==> config.mk <==
export PLATFORM = sky130hd
export DESIGN_NAME = gpmc_dev_flat
export DESIGN_NICKNAME = d
export VERILOG_FILES = /design/src/logic/gpmc_pkg.sv /design/src/logic/gpmc_link_if.sv /design/src/logic/gpmc_ms_timer.sv /design/src/logic/gpmc_dev.sv /design/src/flat_wrapper.sv
export SDC_FILE = /design/constraint.sdc
export NUM_CORES = 1
export LEC_CHECK = 0
export BUFFER_PORTS_ARGS = -buffer_cell sky130_fd_sc_hd__buf_2
export CORE_UTILIZATION = 50
export CTS_CLUSTER_DIAMETER = 30
export CTS_CLUSTER_SIZE = 30
export DETAILED_ROUTE_END_ITERATION = 16
export GPL_ROUTABILITY_DRIVEN = 1
export PLACE_DENSITY = 0.78
export SYNTH_ARGS = -nofsm -noshare
export SYNTH_HDL_FRONTEND = slang
export SYNTH_SLANG_ARGS = --single-unit
==> constraint.sdc <==
create_clock -name CLK -period 3.8 [get_ports CLK]
set_clock_uncertainty 0.2 [all_clocks]
set_input_delay 0.19 -clock CLK [delete_from_list [all_inputs] [get_ports CLK]]
set_output_delay 0.19 -clock CLK [all_outputs]
set_load 0.005 [all_outputs]
==> src/logic/gpmc_pkg.sv <==
`default_nettype none
package gpmc_pkg;
    // ------------------------------------------------------------
    // timing
    // ------------------------------------------------------------
    localparam int CLK_MHZ     = 40;
    localparam int MS_US       = 1000;
    localparam int MS_CYC      = MS_US * CLK_MHZ;
    localparam int EXIT_HI_MS  = 1000;
    localparam int EXIT_HI_CYC = EXIT_HI_MS * MS_CYC;
    // force pin must settle through the far synchroniser first
    localparam logic [25:0] PRE_CYC = 26'h0000004;
    localparam int TW = 20;
    // ------------------------------------------------------------
    // command set
    // ------------------------------------------------------------
    localparam logic [7:0] STBY_ID   = 8'hA1;
    localparam logic [7:0] PM_ID     = 8'hE1;
    localparam logic [3:0] ACK_OK    = 4'h3;
    localparam logic [3:0] STBY_STOP = 4'h0;
    localparam logic [3:0] STBY_SLP  = 4'h1;
    localparam logic [3:0] ARG_FULL  = 4'h0;
    localparam logic [3:0] ARG_PBAK  = 4'h1;
    localparam logic [3:0] ARG_PSTB  = 4'h2;
    localparam logic [3:0] ARG_BAK   = 4'h4;
    localparam logic [3:0] ARG_ADPT  = 4'h9;
    // duration word: {run, sleep, retry run, retry sleep}
    localparam int T_RUN  = 3 * TW;
    localparam int T_SLP  = 2 * TW;
    localparam int T_RUN2 = 1 * TW;
    localparam int T_SLP2 = 0;
    localparam logic [TW-1:0] ADPT_RUN_MS = 20'h003E8;
    localparam logic [TW-1:0] ADPT_SLP_MS = 20'h02710;
    localparam int ADPT_MOVE_SH = 2;
    // power enables {osc, rf, bb, io}
    localparam logic [3:0] PW_ALL  = 4'hF;
    localparam logic [3:0] PW_OSC  = 4'h9;
    localparam logic [3:0] PW_IO   = 4'h1;
    localparam logic [3:0] PW_NONE = 4'h0;
    // ------------------------------------------------------------
    // host register map (word index) and fields
    // ------------------------------------------------------------
    localparam logic [2:0] R_CTRL = 3'h0;
    localparam logic [2:0] R_RUN  = 3'h1;
    localparam logic [2:0] R_SLP  = 3'h2;
    localparam logic [2:0] R_RUN2 = 3'h3;
    localparam logic [2:0] R_SLP2 = 3'h4;
    localparam logic [2:0] R_STAT = 3'h5;
    localparam int C_ARG  = 0;
    localparam int C_KIND = 4;
    localparam logic [1:0] K_STBY = 2'h0;
    localparam logic [1:0] K_PM   = 2'h1;
    localparam logic [1:0] K_BYTE = 2'h2;
    localparam logic [1:0] K_EXIT = 2'h3;

    typedef enum logic [3:0] {
        M_FULL = 4'h0, M_STOP = 4'h1, M_SLEEP = 4'h2, M_PRUN = 4'h3, M_PSLP = 4'h4,
        M_ARUN = 4'h5, M_ASLP = 4'h6, M_BAK = 4'h7, M_IDLE = 4'h8
    } gpmc_mode_t;

    function automatic logic [7:0] gpmc_sum(input logic [7:0] id, input logic [3:0] arg,
                                            input logic [4*TW-1:0] t);
        logic [7:0] s;
        s = id ^ {4'h0, arg};
        for (int i = 0; i < 10; i++) begin
            s = s ^ t[8*i +: 8];
        end
        return s;
    endfunction
endpackage
`default_nettype wire

==> src/logic/gpmc_link_if.sv <==
`timescale 1ns/10ps
`default_nettype none
interface gpmc_link_if;
    import gpmc_pkg::*;
    logic             rx_stb;
    logic             i2c_stb;
    logic             cmd_v;
    logic [7:0]       cmd_id;
    logic [3:0]       cmd_arg;
    logic [4*TW-1:0]  cmd_t;
    logic [7:0]       cmd_sum;
    logic             force_on;
    logic             ack_v;
    logic [7:0]       ack_id;
    logic [3:0]       ack_res;
    logic             dev_lp;
    logic             dev_woke;
    logic             dev_bak;

    modport dev (input rx_stb, i2c_stb, cmd_v, cmd_id, cmd_arg, cmd_t, cmd_sum, force_on,
                 output ack_v, ack_id, ack_res, dev_lp, dev_woke, dev_bak);
    modport host (output rx_stb, i2c_stb, cmd_v, cmd_id, cmd_arg, cmd_t, cmd_sum, force_on,
                  input ack_v, ack_id, ack_res, dev_lp, dev_woke, dev_bak);
endinterface
`default_nettype wire

==> src/logic/gpmc_ms_timer.sv <==
`timescale 1ns/10ps
`default_nettype none
module gpmc_ms_timer
    import gpmc_pkg::*;
#(
    parameter int CYC_PER_MS = MS_CYC
) (
    // clock and reset
    input  wire logic          clk,
    input  wire logic          rst_n,
    input  wire logic          ce,
    // control
    input  wire logic          load,
    input  wire logic [TW-1:0] load_ms,
    output logic               done
);
    localparam logic [25:0] CYC_M1 = 26'(CYC_PER_MS - 1);

    typedef struct packed {
        logic [25:0]   cyc;
        logic [TW-1:0] ms;
        logic          done;
    } gpmc_tmr_t;

    gpmc_tmr_t q, d;

    always_comb begin
        d = q;
        d.done = 1'b0;
        if (load) begin
            // zero would never finish; treat as one millisecond
            d.ms  = (load_ms == '0) ? TW'(1) : load_ms;
            d.cyc = CYC_M1;
        end else if (q.ms != '0) begin
            if (q.cyc == '0) begin
                d.cyc  = CYC_M1;
                d.ms   = q.ms - TW'(1);
                d.done = (q.ms == TW'(1));
            end else begin
                d.cyc = q.cyc - 26'h1;
            end
        end
    end

    always_ff @(posedge clk or negedge rst_n) begin
        if (!rst_n) begin
            q <= '0;
        end else if (ce) begin
            q <= d;
        end
    end

    assign done = q.done;
endmodule // gpmc_ms_timer
`default_nettype wire

==> src/logic/gpmc_dev.sv <==
`timescale 1ns/10ps
`default_nettype none
module gpmc_dev
    import gpmc_pkg::*;
#(
    parameter int CYC_PER_MS = MS_CYC
) (
    // clock and reset
    input  wire logic        CLK,
    input  wire logic        RST_N,
    input  wire logic        CE,
    // supplies and navigation status
    input  wire logic        MAIN_PWR,
    input  wire logic        BAT_PWR,
    input  wire logic        FIX_OK,
    input  wire logic        MOTION,
    // power domain enables, hot start pulse and current mode
    output logic             OSC_ON,
    output logic             RF_ON,
    output logic             BB_ON,
    output logic             IO_ON,
    output logic             HOT_START,
    output var gpmc_mode_t   MODE,
    // link to host
    gpmc_link_if.dev         lnk
);
    typedef struct packed {
        logic [2:0]      s1;
        logic [2:0]      s2;
        gpmc_mode_t      st;
        logic            ptbak;
        logic [4*TW-1:0] tm;
        logic            woke;
        logic            fixed;
        logic            retry;
        logic            by_sup;
        logic            ack_v;
        logic            hot;
        logic [3:0]      pwr;
    } gpmc_dev_q_t;

    gpmc_dev_q_t     q, d;
    logic            t_ld;
    logic [TW-1:0]   t_ms;
    logic            t_done;
    logic            fon;
    logic            mpw;
    logic            bpw;
    logic            sum_ok;
    logic            std_ok;
    logic            pm_ok;
    logic            cmd_ok;
    logic            is_pm;
    logic            adp;

    gpmc_ms_timer #(
        .CYC_PER_MS (CYC_PER_MS)
    ) gpmc_ms_timer_inst (
        .clk     (CLK),
        .rst_n   (RST_N),
        .ce      (CE),
        .load    (t_ld),
        .load_ms (t_ms),
        .done    (t_done)
    );

    // ------------------------------------------------------------
    // command check
    // ------------------------------------------------------------
    assign fon    = q.s2[2];
    assign mpw    = q.s2[1];
    assign bpw    = q.s2[0];
    assign sum_ok = (lnk.cmd_sum == gpmc_sum(lnk.cmd_id, lnk.cmd_arg, lnk.cmd_t));
    assign std_ok = (lnk.cmd_id == STBY_ID) && (lnk.cmd_arg == STBY_STOP
                    || lnk.cmd_arg == STBY_SLP);
    assign pm_ok  = (lnk.cmd_id == PM_ID) && (lnk.cmd_arg == ARG_FULL
                    || lnk.cmd_arg == ARG_PBAK || lnk.cmd_arg == ARG_PSTB
                    || lnk.cmd_arg == ARG_BAK || lnk.cmd_arg == ARG_ADPT);
    assign cmd_ok = lnk.cmd_v && sum_ok && (std_ok || pm_ok);
    assign is_pm  = (lnk.cmd_id == PM_ID);
    assign adp    = (q.st == M_ARUN) || (q.st == M_ASLP);

    function automatic logic [3:0] pwr_of(input gpmc_mode_t st, input logic ptbak);
        case (st)
            M_STOP:  pwr_of = PW_IO;
            M_SLEEP: pwr_of = PW_OSC;
            M_PSLP:  pwr_of = ptbak ? PW_IO : PW_OSC;
            M_ASLP:  pwr_of = PW_OSC;
            M_IDLE:  pwr_of = PW_OSC;
            M_BAK:   pwr_of = PW_NONE;
            default: pwr_of = PW_ALL;
        endcase
    endfunction

    // ------------------------------------------------------------
    // mode sequencer
    // ------------------------------------------------------------
    always_comb begin
        d = q;
        t_ld = 1'b0;
        t_ms = '0;
        d.s1 = {lnk.force_on, MAIN_PWR, BAT_PWR};
        d.s2 = q.s1;
        d.ack_v = 1'b0;
        d.hot = 1'b0;
        case (q.st)
            M_FULL: begin
                if (cmd_ok && !is_pm) begin
                    d.st = (lnk.cmd_arg == STBY_STOP) ? M_STOP : M_SLEEP;
                end else if (cmd_ok) begin
                    d.ack_v = 1'b1;
                    case (lnk.cmd_arg)
                        ARG_PBAK, ARG_PSTB: begin
                            d.st    = M_PRUN;
                            d.ptbak = (lnk.cmd_arg == ARG_PBAK);
                            d.tm    = lnk.cmd_t;
                            d.woke  = 1'b0;
                            d.retry = 1'b0;
                            d.fixed = 1'b0;
                            t_ld    = 1'b1;
                            t_ms    = lnk.cmd_t[T_RUN +: TW];
                        end
                        ARG_ADPT: begin
                            d.st    = M_ARUN;
                            d.woke  = 1'b0;
                            d.retry = 1'b0;
                            d.fixed = 1'b0;
                            t_ld    = 1'b1;
                            t_ms    = ADPT_RUN_MS;
                        end
                        ARG_BAK: begin
                            d.st = fon ? M_IDLE : M_BAK;
                        end
                        default: begin
                        end
                    endcase
                end
            end
            M_STOP, M_SLEEP, M_IDLE: begin
                // only the serial receive strobe counts, I2C is not looked at
                if (lnk.rx_stb) begin
                    d.st = M_FULL;
                end
            end
            M_PRUN, M_ARUN: begin
                d.fixed = q.fixed | FIX_OK;
                if (cmd_ok && is_pm && lnk.cmd_arg == ARG_FULL && q.woke) begin
                    d.st    = M_FULL;
                    d.ack_v = 1'b1;
                end else if (t_done && (q.fixed || q.retry)) begin
                    d.st = adp ? M_ASLP : M_PSLP;
                    t_ld = 1'b1;
                    if (adp) begin
                        t_ms = MOTION ? (ADPT_SLP_MS >> ADPT_MOVE_SH) : ADPT_SLP_MS;
                    end else begin
                        t_ms = q.retry ? q.tm[T_SLP2 +: TW] : q.tm[T_SLP +: TW];
                    end
                end else if (t_done) begin
                    d.retry = 1'b1;
                    t_ld    = 1'b1;
                    t_ms    = adp ? ADPT_RUN_MS : q.tm[T_RUN2 +: TW];
                end
            end
            M_PSLP, M_ASLP: begin
                if (t_done) begin
                    d.st    = adp ? M_ARUN : M_PRUN;
                    d.woke  = 1'b1;
                    d.retry = 1'b0;
                    d.fixed = 1'b0;
                    t_ld    = 1'b1;
                    t_ms    = adp ? ADPT_RUN_MS : q.tm[T_RUN +: TW];
                end
            end
            M_BAK: begin
                // command inputs are not decoded here at all
                if (mpw && (fon || q.by_sup)) begin
                    d.st     = M_FULL;
                    d.hot    = 1'b1;
                    d.by_sup = 1'b0;
                end
            end
            default: begin
                d.st = M_FULL;
            end
        endcase
        // supply loss overrides whatever the sequencer decided
        if (!mpw && bpw && q.st != M_BAK) begin
            d.st     = M_BAK;
            d.by_sup = 1'b1;
            d.ack_v  = 1'b0;
        end else if (!mpw && !bpw) begin
            d.st     = M_FULL;
            d.tm     = '0;
            d.ptbak  = 1'b0;
            d.by_sup = 1'b0;
            d.woke   = 1'b0;
            d.ack_v  = 1'b0;
            d.hot    = 1'b0;
        end
        d.pwr = pwr_of(d.st, d.ptbak);
    end

    always_ff @(posedge CLK or negedge RST_N) begin
        if (!RST_N) begin
            q <= '{st: M_FULL, pwr: PW_ALL, default: '0};
        end else if (CE) begin
            q <= d;
        end
    end

    // ------------------------------------------------------------
    // outputs
    // ------------------------------------------------------------
    assign OSC_ON       = q.pwr[3];
    assign RF_ON        = q.pwr[2];
    assign BB_ON        = q.pwr[1];
    assign IO_ON        = q.pwr[0];
    assign HOT_START    = q.hot;
    assign MODE         = q.st;
    assign lnk.ack_v    = q.ack_v;
    assign lnk.ack_id   = PM_ID;
    assign lnk.ack_res  = ACK_OK;
    assign lnk.dev_lp   = (q.st >= M_PRUN) && (q.st <= M_ASLP);
    assign lnk.dev_woke = q.woke && (q.st == M_PRUN || q.st == M_ARUN);
    assign lnk.dev_bak  = (q.st == M_BAK);
endmodule // gpmc_dev
`default_nettype wire

==> src/flat_wrapper.sv <==
// flat-port wrapper written by rule: the top's interface ports become plain ports
module gpmc_dev_flat import gpmc_pkg::*;
#(
    parameter int CYC_PER_MS = MS_CYC
)
  (CLK, RST_N, CE, MAIN_PWR, BAT_PWR, FIX_OK, MOTION, OSC_ON, RF_ON, BB_ON, IO_ON, HOT_START, MODE, lnk_rx_stb, lnk_i2c_stb, lnk_cmd_v, lnk_cmd_id, lnk_cmd_arg, lnk_cmd_t, lnk_cmd_sum, lnk_force_on, lnk_ack_v, lnk_ack_id, lnk_ack_res, lnk_dev_lp, lnk_dev_woke, lnk_dev_bak);
  gpmc_link_if lnk_i ();
  input  wire logic CLK;
  input  wire logic RST_N;
  input  wire logic CE;
  input  wire logic MAIN_PWR;
  input  wire logic BAT_PWR;
  input  wire logic FIX_OK;
  input  wire logic MOTION;
  output logic OSC_ON;
  output logic RF_ON;
  output logic BB_ON;
  output logic IO_ON;
  output logic HOT_START;
  output var gpmc_mode_t MODE;
  input wire logic [$bits(lnk_i.rx_stb)-1:0] lnk_rx_stb;
  input wire logic [$bits(lnk_i.i2c_stb)-1:0] lnk_i2c_stb;
  input wire logic [$bits(lnk_i.cmd_v)-1:0] lnk_cmd_v;
  input wire logic [$bits(lnk_i.cmd_id)-1:0] lnk_cmd_id;
  input wire logic [$bits(lnk_i.cmd_arg)-1:0] lnk_cmd_arg;
  input wire logic [$bits(lnk_i.cmd_t)-1:0] lnk_cmd_t;
  input wire logic [$bits(lnk_i.cmd_sum)-1:0] lnk_cmd_sum;
  input wire logic [$bits(lnk_i.force_on)-1:0] lnk_force_on;
  output wire logic [$bits(lnk_i.ack_v)-1:0] lnk_ack_v;
  output wire logic [$bits(lnk_i.ack_id)-1:0] lnk_ack_id;
  output wire logic [$bits(lnk_i.ack_res)-1:0] lnk_ack_res;
  output wire logic [$bits(lnk_i.dev_lp)-1:0] lnk_dev_lp;
  output wire logic [$bits(lnk_i.dev_woke)-1:0] lnk_dev_woke;
  output wire logic [$bits(lnk_i.dev_bak)-1:0] lnk_dev_bak;
  assign lnk_i.rx_stb = lnk_rx_stb;
  assign lnk_i.i2c_stb = lnk_i2c_stb;
  assign lnk_i.cmd_v = lnk_cmd_v;
  assign lnk_i.cmd_id = lnk_cmd_id;
  assign lnk_i.cmd_arg = lnk_cmd_arg;
  assign lnk_i.cmd_t = lnk_cmd_t;
  assign lnk_i.cmd_sum = lnk_cmd_sum;
  assign lnk_i.force_on = lnk_force_on;
  assign lnk_ack_v = lnk_i.ack_v;
  assign lnk_ack_id = lnk_i.ack_id;
  assign lnk_ack_res = lnk_i.ack_res;
  assign lnk_dev_lp = lnk_i.dev_lp;
  assign lnk_dev_woke = lnk_i.dev_woke;
  assign lnk_dev_bak = lnk_i.dev_bak;
  gpmc_dev #(.CYC_PER_MS(CYC_PER_MS)) u_core (.CLK(CLK), .RST_N(RST_N), .CE(CE), .MAIN_PWR(MAIN_PWR), .BAT_PWR(BAT_PWR), .FIX_OK(FIX_OK), .MOTION(MOTION), .OSC_ON(OSC_ON), .RF_ON(RF_ON), .BB_ON(BB_ON), .IO_ON(IO_ON), .HOT_START(HOT_START), .MODE(MODE), .lnk(lnk_i));
endmodule
==> run summary <==
The worst setup path is of the input pin to flop kind. The insertion delay of the later-clocked pin in the worst-skew pair came out at 0.43 ns. The wire-length estimate of the detail-placed layout is 18.4 mm.

The startpoint type of the worst setup path was an input pin. The initial antenna violation count is 1, and the number of ports placed on the die boundary is 136. The tools report the max-slew violation count as 0. The worst hold path terminates at u_core.MODE[3].

Sequential cells were found to cover 40.3% of the synthesized design area. Setup violations remaining at the end of the flow were counted as 0. Dividing the detail-routed wire length by the instance count gives 20.5 um. In this design, the critical path's most frequently occurring cell is sky130_fd_sc_hd__xnor2_1. For this run, design rule violations remaining after detail routing come to 0. The standard cell core area is 18,000 um^2.

Global routing used 31.6% of the available tracks. The cell at the root of the clock tree is sky130_fd_sc_hd__clkbuf_16. In this run the critical register-to-register path is launched from u_core.gpmc_ms_timer_inst.q[22]. TritonCTS built the clock tree.

Counting flops and latches in the post-synthesis netlist gives 147. The tools report the total CTS buffers as 17. For the number of global-route vias before repair, the log shows 8,426. Global routing finished with a remaining overflow of 0.

Number of placement rows: 49. The number of filler instances in the final layout was 1,377. At the end of routability-driven placement, the weighted congestion stood at 0.924.

Counting flops with a built-in enable in the synthesized netlist gives 0. Counting instances, the worst hold path has a depth of 3. The maximum resistive drop on vdd was 0.303 mV. STA classifies the critical path endpoint as a flop. The wire length reported by the detailed router is 28.9 mm, and the synthesized area is 9140 um^2. Across all register-to-register paths, the minimum setup slack is 0.12 ns. For this design the ratio of total power to cell area is 408 nW/um^2. The analysis attributes to cell leakage a power of 0.00524 uW. After layout, the worst path uses 98.6% of the clock period. The first detailed-routing pass took 6 iterations. The H-tree depth was 4.

In the routed layout, each cell is associated on average with a via count of 6.22. Synthesis produced 968 cells. The tool flagged a number of max-cap violations equal to 0.

The clock transition at the register clock pins on the worst setup and hold paths after CTS was 0.06 ns; the pin slew with the least headroom to its limit was 0.834 ns. In this run the tightest slew margin relative to its limit is 44.4%. The finished cells cover 11,600 um^2. Setup repair after global routing could not meet its margin everywhere. Counting along the longest clock path gives a buffer depth of 2.

The slowest stage of the critical path is the sky130_fd_sc_hd__dlygate4sd3_1 cell. For this run, asynchronously set or reset flops after synthesis account for 100%. For the post-layout total power, the log shows 4740 uW. Kind of cell with the highest combined delay on the critical path: simple AND/OR/NAND/NOR gates. The tools report the final hold violation count as 0. Static timing analysis puts the maximum clock frequency at 0.267 GHz.

In this run the tool buffered the top-level ports with 122 buffer cells. During synthesis, Yosys emitted a total of 0 warnings. For the pin count of the biggest net entering global routing, the log shows 89. The critical path goes through dlygate4sd3_1 > buf_2 > xnor2_1 > xnor2_1 > buf_4 > xnor3_1 > or3_1 > or3_4 > nor3b_1 > a21oi_1 > nand4_1 > a2111o_1 > o31ai_2. The total placed instance area was 10,100 um^2; the area added between synthesis and finish was 27.1%. Counting cells, the worst reg-to-reg path comes to 11. The share of final-layout standard cells stronger than drive strength 1 is 20.4%, and the final antenna-violating net count is 0.

Counting both buffers and inverters, the worst setup path holds a total of 3. The worst path needs 3.75 ns of the cycle, external delays included. Data on the critical path arrives at its endpoint at 3.89 ns. For this run, the leading register cell type out of synthesis is sky130_fd_sc_hd__dfrtp_1.

The tree built by TritonCTS fans out to 147 sinks. The min-delay analysis places its worst path in the category input pin to flop. The first routing iteration left 1,001 violations.

After the last flow step, the layout net total stands at 1,280. The die area is 18,800 um^2, and the highest cell delay on the worst timing path is 0.56 ns. From bottom edge to top edge, the die measures 137 um.

The synthesized netlist contains 76 unique library cells. In this run the mean area of a mapped cell was 9.44 um^2. The first global-routing pass estimated 44.9 mm of wire.

The worst endpoint required time is 3.94 ns. Of all nets on the critical path, the largest fanout is 6. Setup slack closes at 0.0528 ns.

The launch instance of the worst min-delay path was lnk_rx_stb. The run finished with clean final reports. Summing over every cut layer, the via total after detailed routing is 8,762. The floorplan step set the die width to 137 um. At the placement stage, the worst setup path has a slack of 0.00942 ns. The initial cell density of the core is 50.9%. The endpoint of the most critical register-to-register path was u_core.gpmc_ms_timer_inst.q[1].
## logic make-up after synthesis
kind of cell | share of synthesized area (%)
AOI/OAI and AO/OA | 24.8
xor gates and xnor gates | 10.6
adders and majority gates | 0.411
buffers and inverters | 4.51
DFF | 40.3
muxes | 2.74
other | 0.0822
and+or+nand+nor | 16.5
## worst register-to-register path, stage by stage (launching register included)
cell	delay, ns
sky130_fd_sc_hd__dfrtp_1	0.39
sky130_fd_sc_hd__inv_1	0.06
sky130_fd_sc_hd__ha_1	0.16
sky130_fd_sc_hd__or3b_1	0.37
sky130_fd_sc_hd__or4_4	0.46
sky130_fd_sc_hd__or3_4	0.37
sky130_fd_sc_hd__or4_1	0.43
sky130_fd_sc_hd__nor4b_2	0.25
sky130_fd_sc_hd__buf_4	0.17
sky130_fd_sc_hd__o21ai_0	0.07
sky130_fd_sc_hd__a2111o_1	0.44
sky130_fd_sc_hd__o31ai_2	0.22
## area by class of cell
type | count | area (um^2) | area share [%]
antenna | 1 | 2.50 | 0.0215
clock buffer | 17 | 425 | 3.66
clock inverter | 15 | 160 | 1.38
inverter | 17 | 63.8 | 0.549
multi-input combinational | 742 | 5210 | 44.8
sequential | 147 | 3680 | 31.7
tap | 229 | 287 | 2.47
timing repair buffer | 241 | 1790 | 15.4
## how the worst max path moves through the flow
stage	startpoint	to	slack, ns	cells after the start
6_report	lnk_cmd_t[38]	u_core.gpmc_ms_timer_inst.q[1]	0.05	13
3_3_place_gp	u_core.gpmc_ms_timer_inst.q[21]	u_core.gpmc_ms_timer_inst.q[1]	0.08	11
3_5_place_dp	u_core.gpmc_ms_timer_inst.q[21]	u_core.gpmc_ms_timer_inst.q[1]	0.009	11
2_1_floorplan	u_core.gpmc_ms_timer_inst.q[21]	u_core.gpmc_ms_timer_inst.q[1]	0.21	10
4_1_cts	lnk_cmd_t[9]	u_core.gpmc_ms_timer_inst.q[1]	0.01	12
5_1_grt	lnk_cmd_t[38]	u_core.gpmc_ms_timer_inst.q[1]	-0.06	13
## report_power, final
| part | leakage, uW | internal [uW] | switching, uW |
|---|---|---|---|
| registers | 0.00197 | 1690 | 124 |
| logic | 0.00298 | 549 | 694 |
| clock network | 0.000283 | 931 | 749 |
## flip-flops by register name (all words and copies together) (netlist names)
register,count
u_core.mpw,1
u_core.OSC_ON,1
u_core.d,3
u_core.HOT_START,1
u_core.lnk.ack_v,1
u_core.bpw,1
u_core.MODE,4
u_core.gpmc_ms_timer_inst.done,1
u_core.RF_ON,1
u_core.q,85
u_core.fon,1
u_core.IO_ON,1
u_core.gpmc_ms_timer_inst.q,46
## cell usage after synthesis (all sizes together) (5+ instances only)
library cell  instances  area share (%)
o31a                  5            0.48
o31ai                10            0.88
nor3                 29             1.7
and3                  7            0.48
and2                  8            0.55
xor2                  7            0.67
a31oi                 8            0.55
or4                   8            0.70
inv                  17            0.70
nor2b                 6            0.41
a21oi                55             3.0
mux2i                16             1.8
nand2b                6            0.41
nor4                 15             1.1
nand4                 5            0.51
nand3                16            0.88
o21ai                95             5.2
xnor3                16             3.9
buf                  28             2.0
a22o                103             9.9
or3                  22             1.5
a22oi                10            0.82
xnor2                59             6.0
clkbuf               44             1.8
nand2                63             2.6
or2                   7            0.48
dfrtp               144              39
nor2                 85             3.5
mux2                  8            0.99
## per-stage QoR
step	utilization [%]	hold slack (ns)	TNS, ns	std cells
final	64.7	0.0140	0	1409
after global routing	64.7	0.0412	-0.0641	1409
after CTS	64.1	0.000428	0	1407
after detailed placement	56.0	0.0937	0	1290
after global placement	56.0	0.116	0	1290
after floorplan	-	-0.306	0	978
## routing by layer
metal / up-vias / share of wire, % / GRT usage [%]
met2: 494 / 48 / 49.9
met4: 0 / 5.2 / 17.8
met5: - / 0 / 0
li1: 3964 / - / -
met1: 4211 / 40 / 40.7
met3: 93 / 7.0 / 5.92
## placed cells by master (no fill, tap or decap), drive strengths merged, types with 5 or more instances in the layout
master / count
a22oi: 10
and2: 8
dfrtp: 144
or2: 7
a22o: 103
nor2b: 6
dlygate4sd3: 85
nand3: 16
clkbuf: 17
xor2: 7
or4: 8
nand2b: 6
nand2: 63
nor2: 85
mux2: 8
o31ai: 10
o31a: 5
mux2i: 16
nor4: 15
xnor2: 59
xnor3: 16
or3: 22
nor3: 29
nand4: 5
a21oi: 55
o21ai: 95
inv: 26
a31oi: 8
conb: 12
and3: 7
buf: 156
## timing repair
action / in CTS / in global routing
gates cloned: 0 / 0
hold buffers: 85 / 0
resized for setup: 1 / 17
buffers inserted: 0 / 1
endpoints found under the hold margin: 171 / 0
pin swaps: 0 / 2
setup endpoints to repair: 1 / 37
Power figures use the tool's default switching activity.
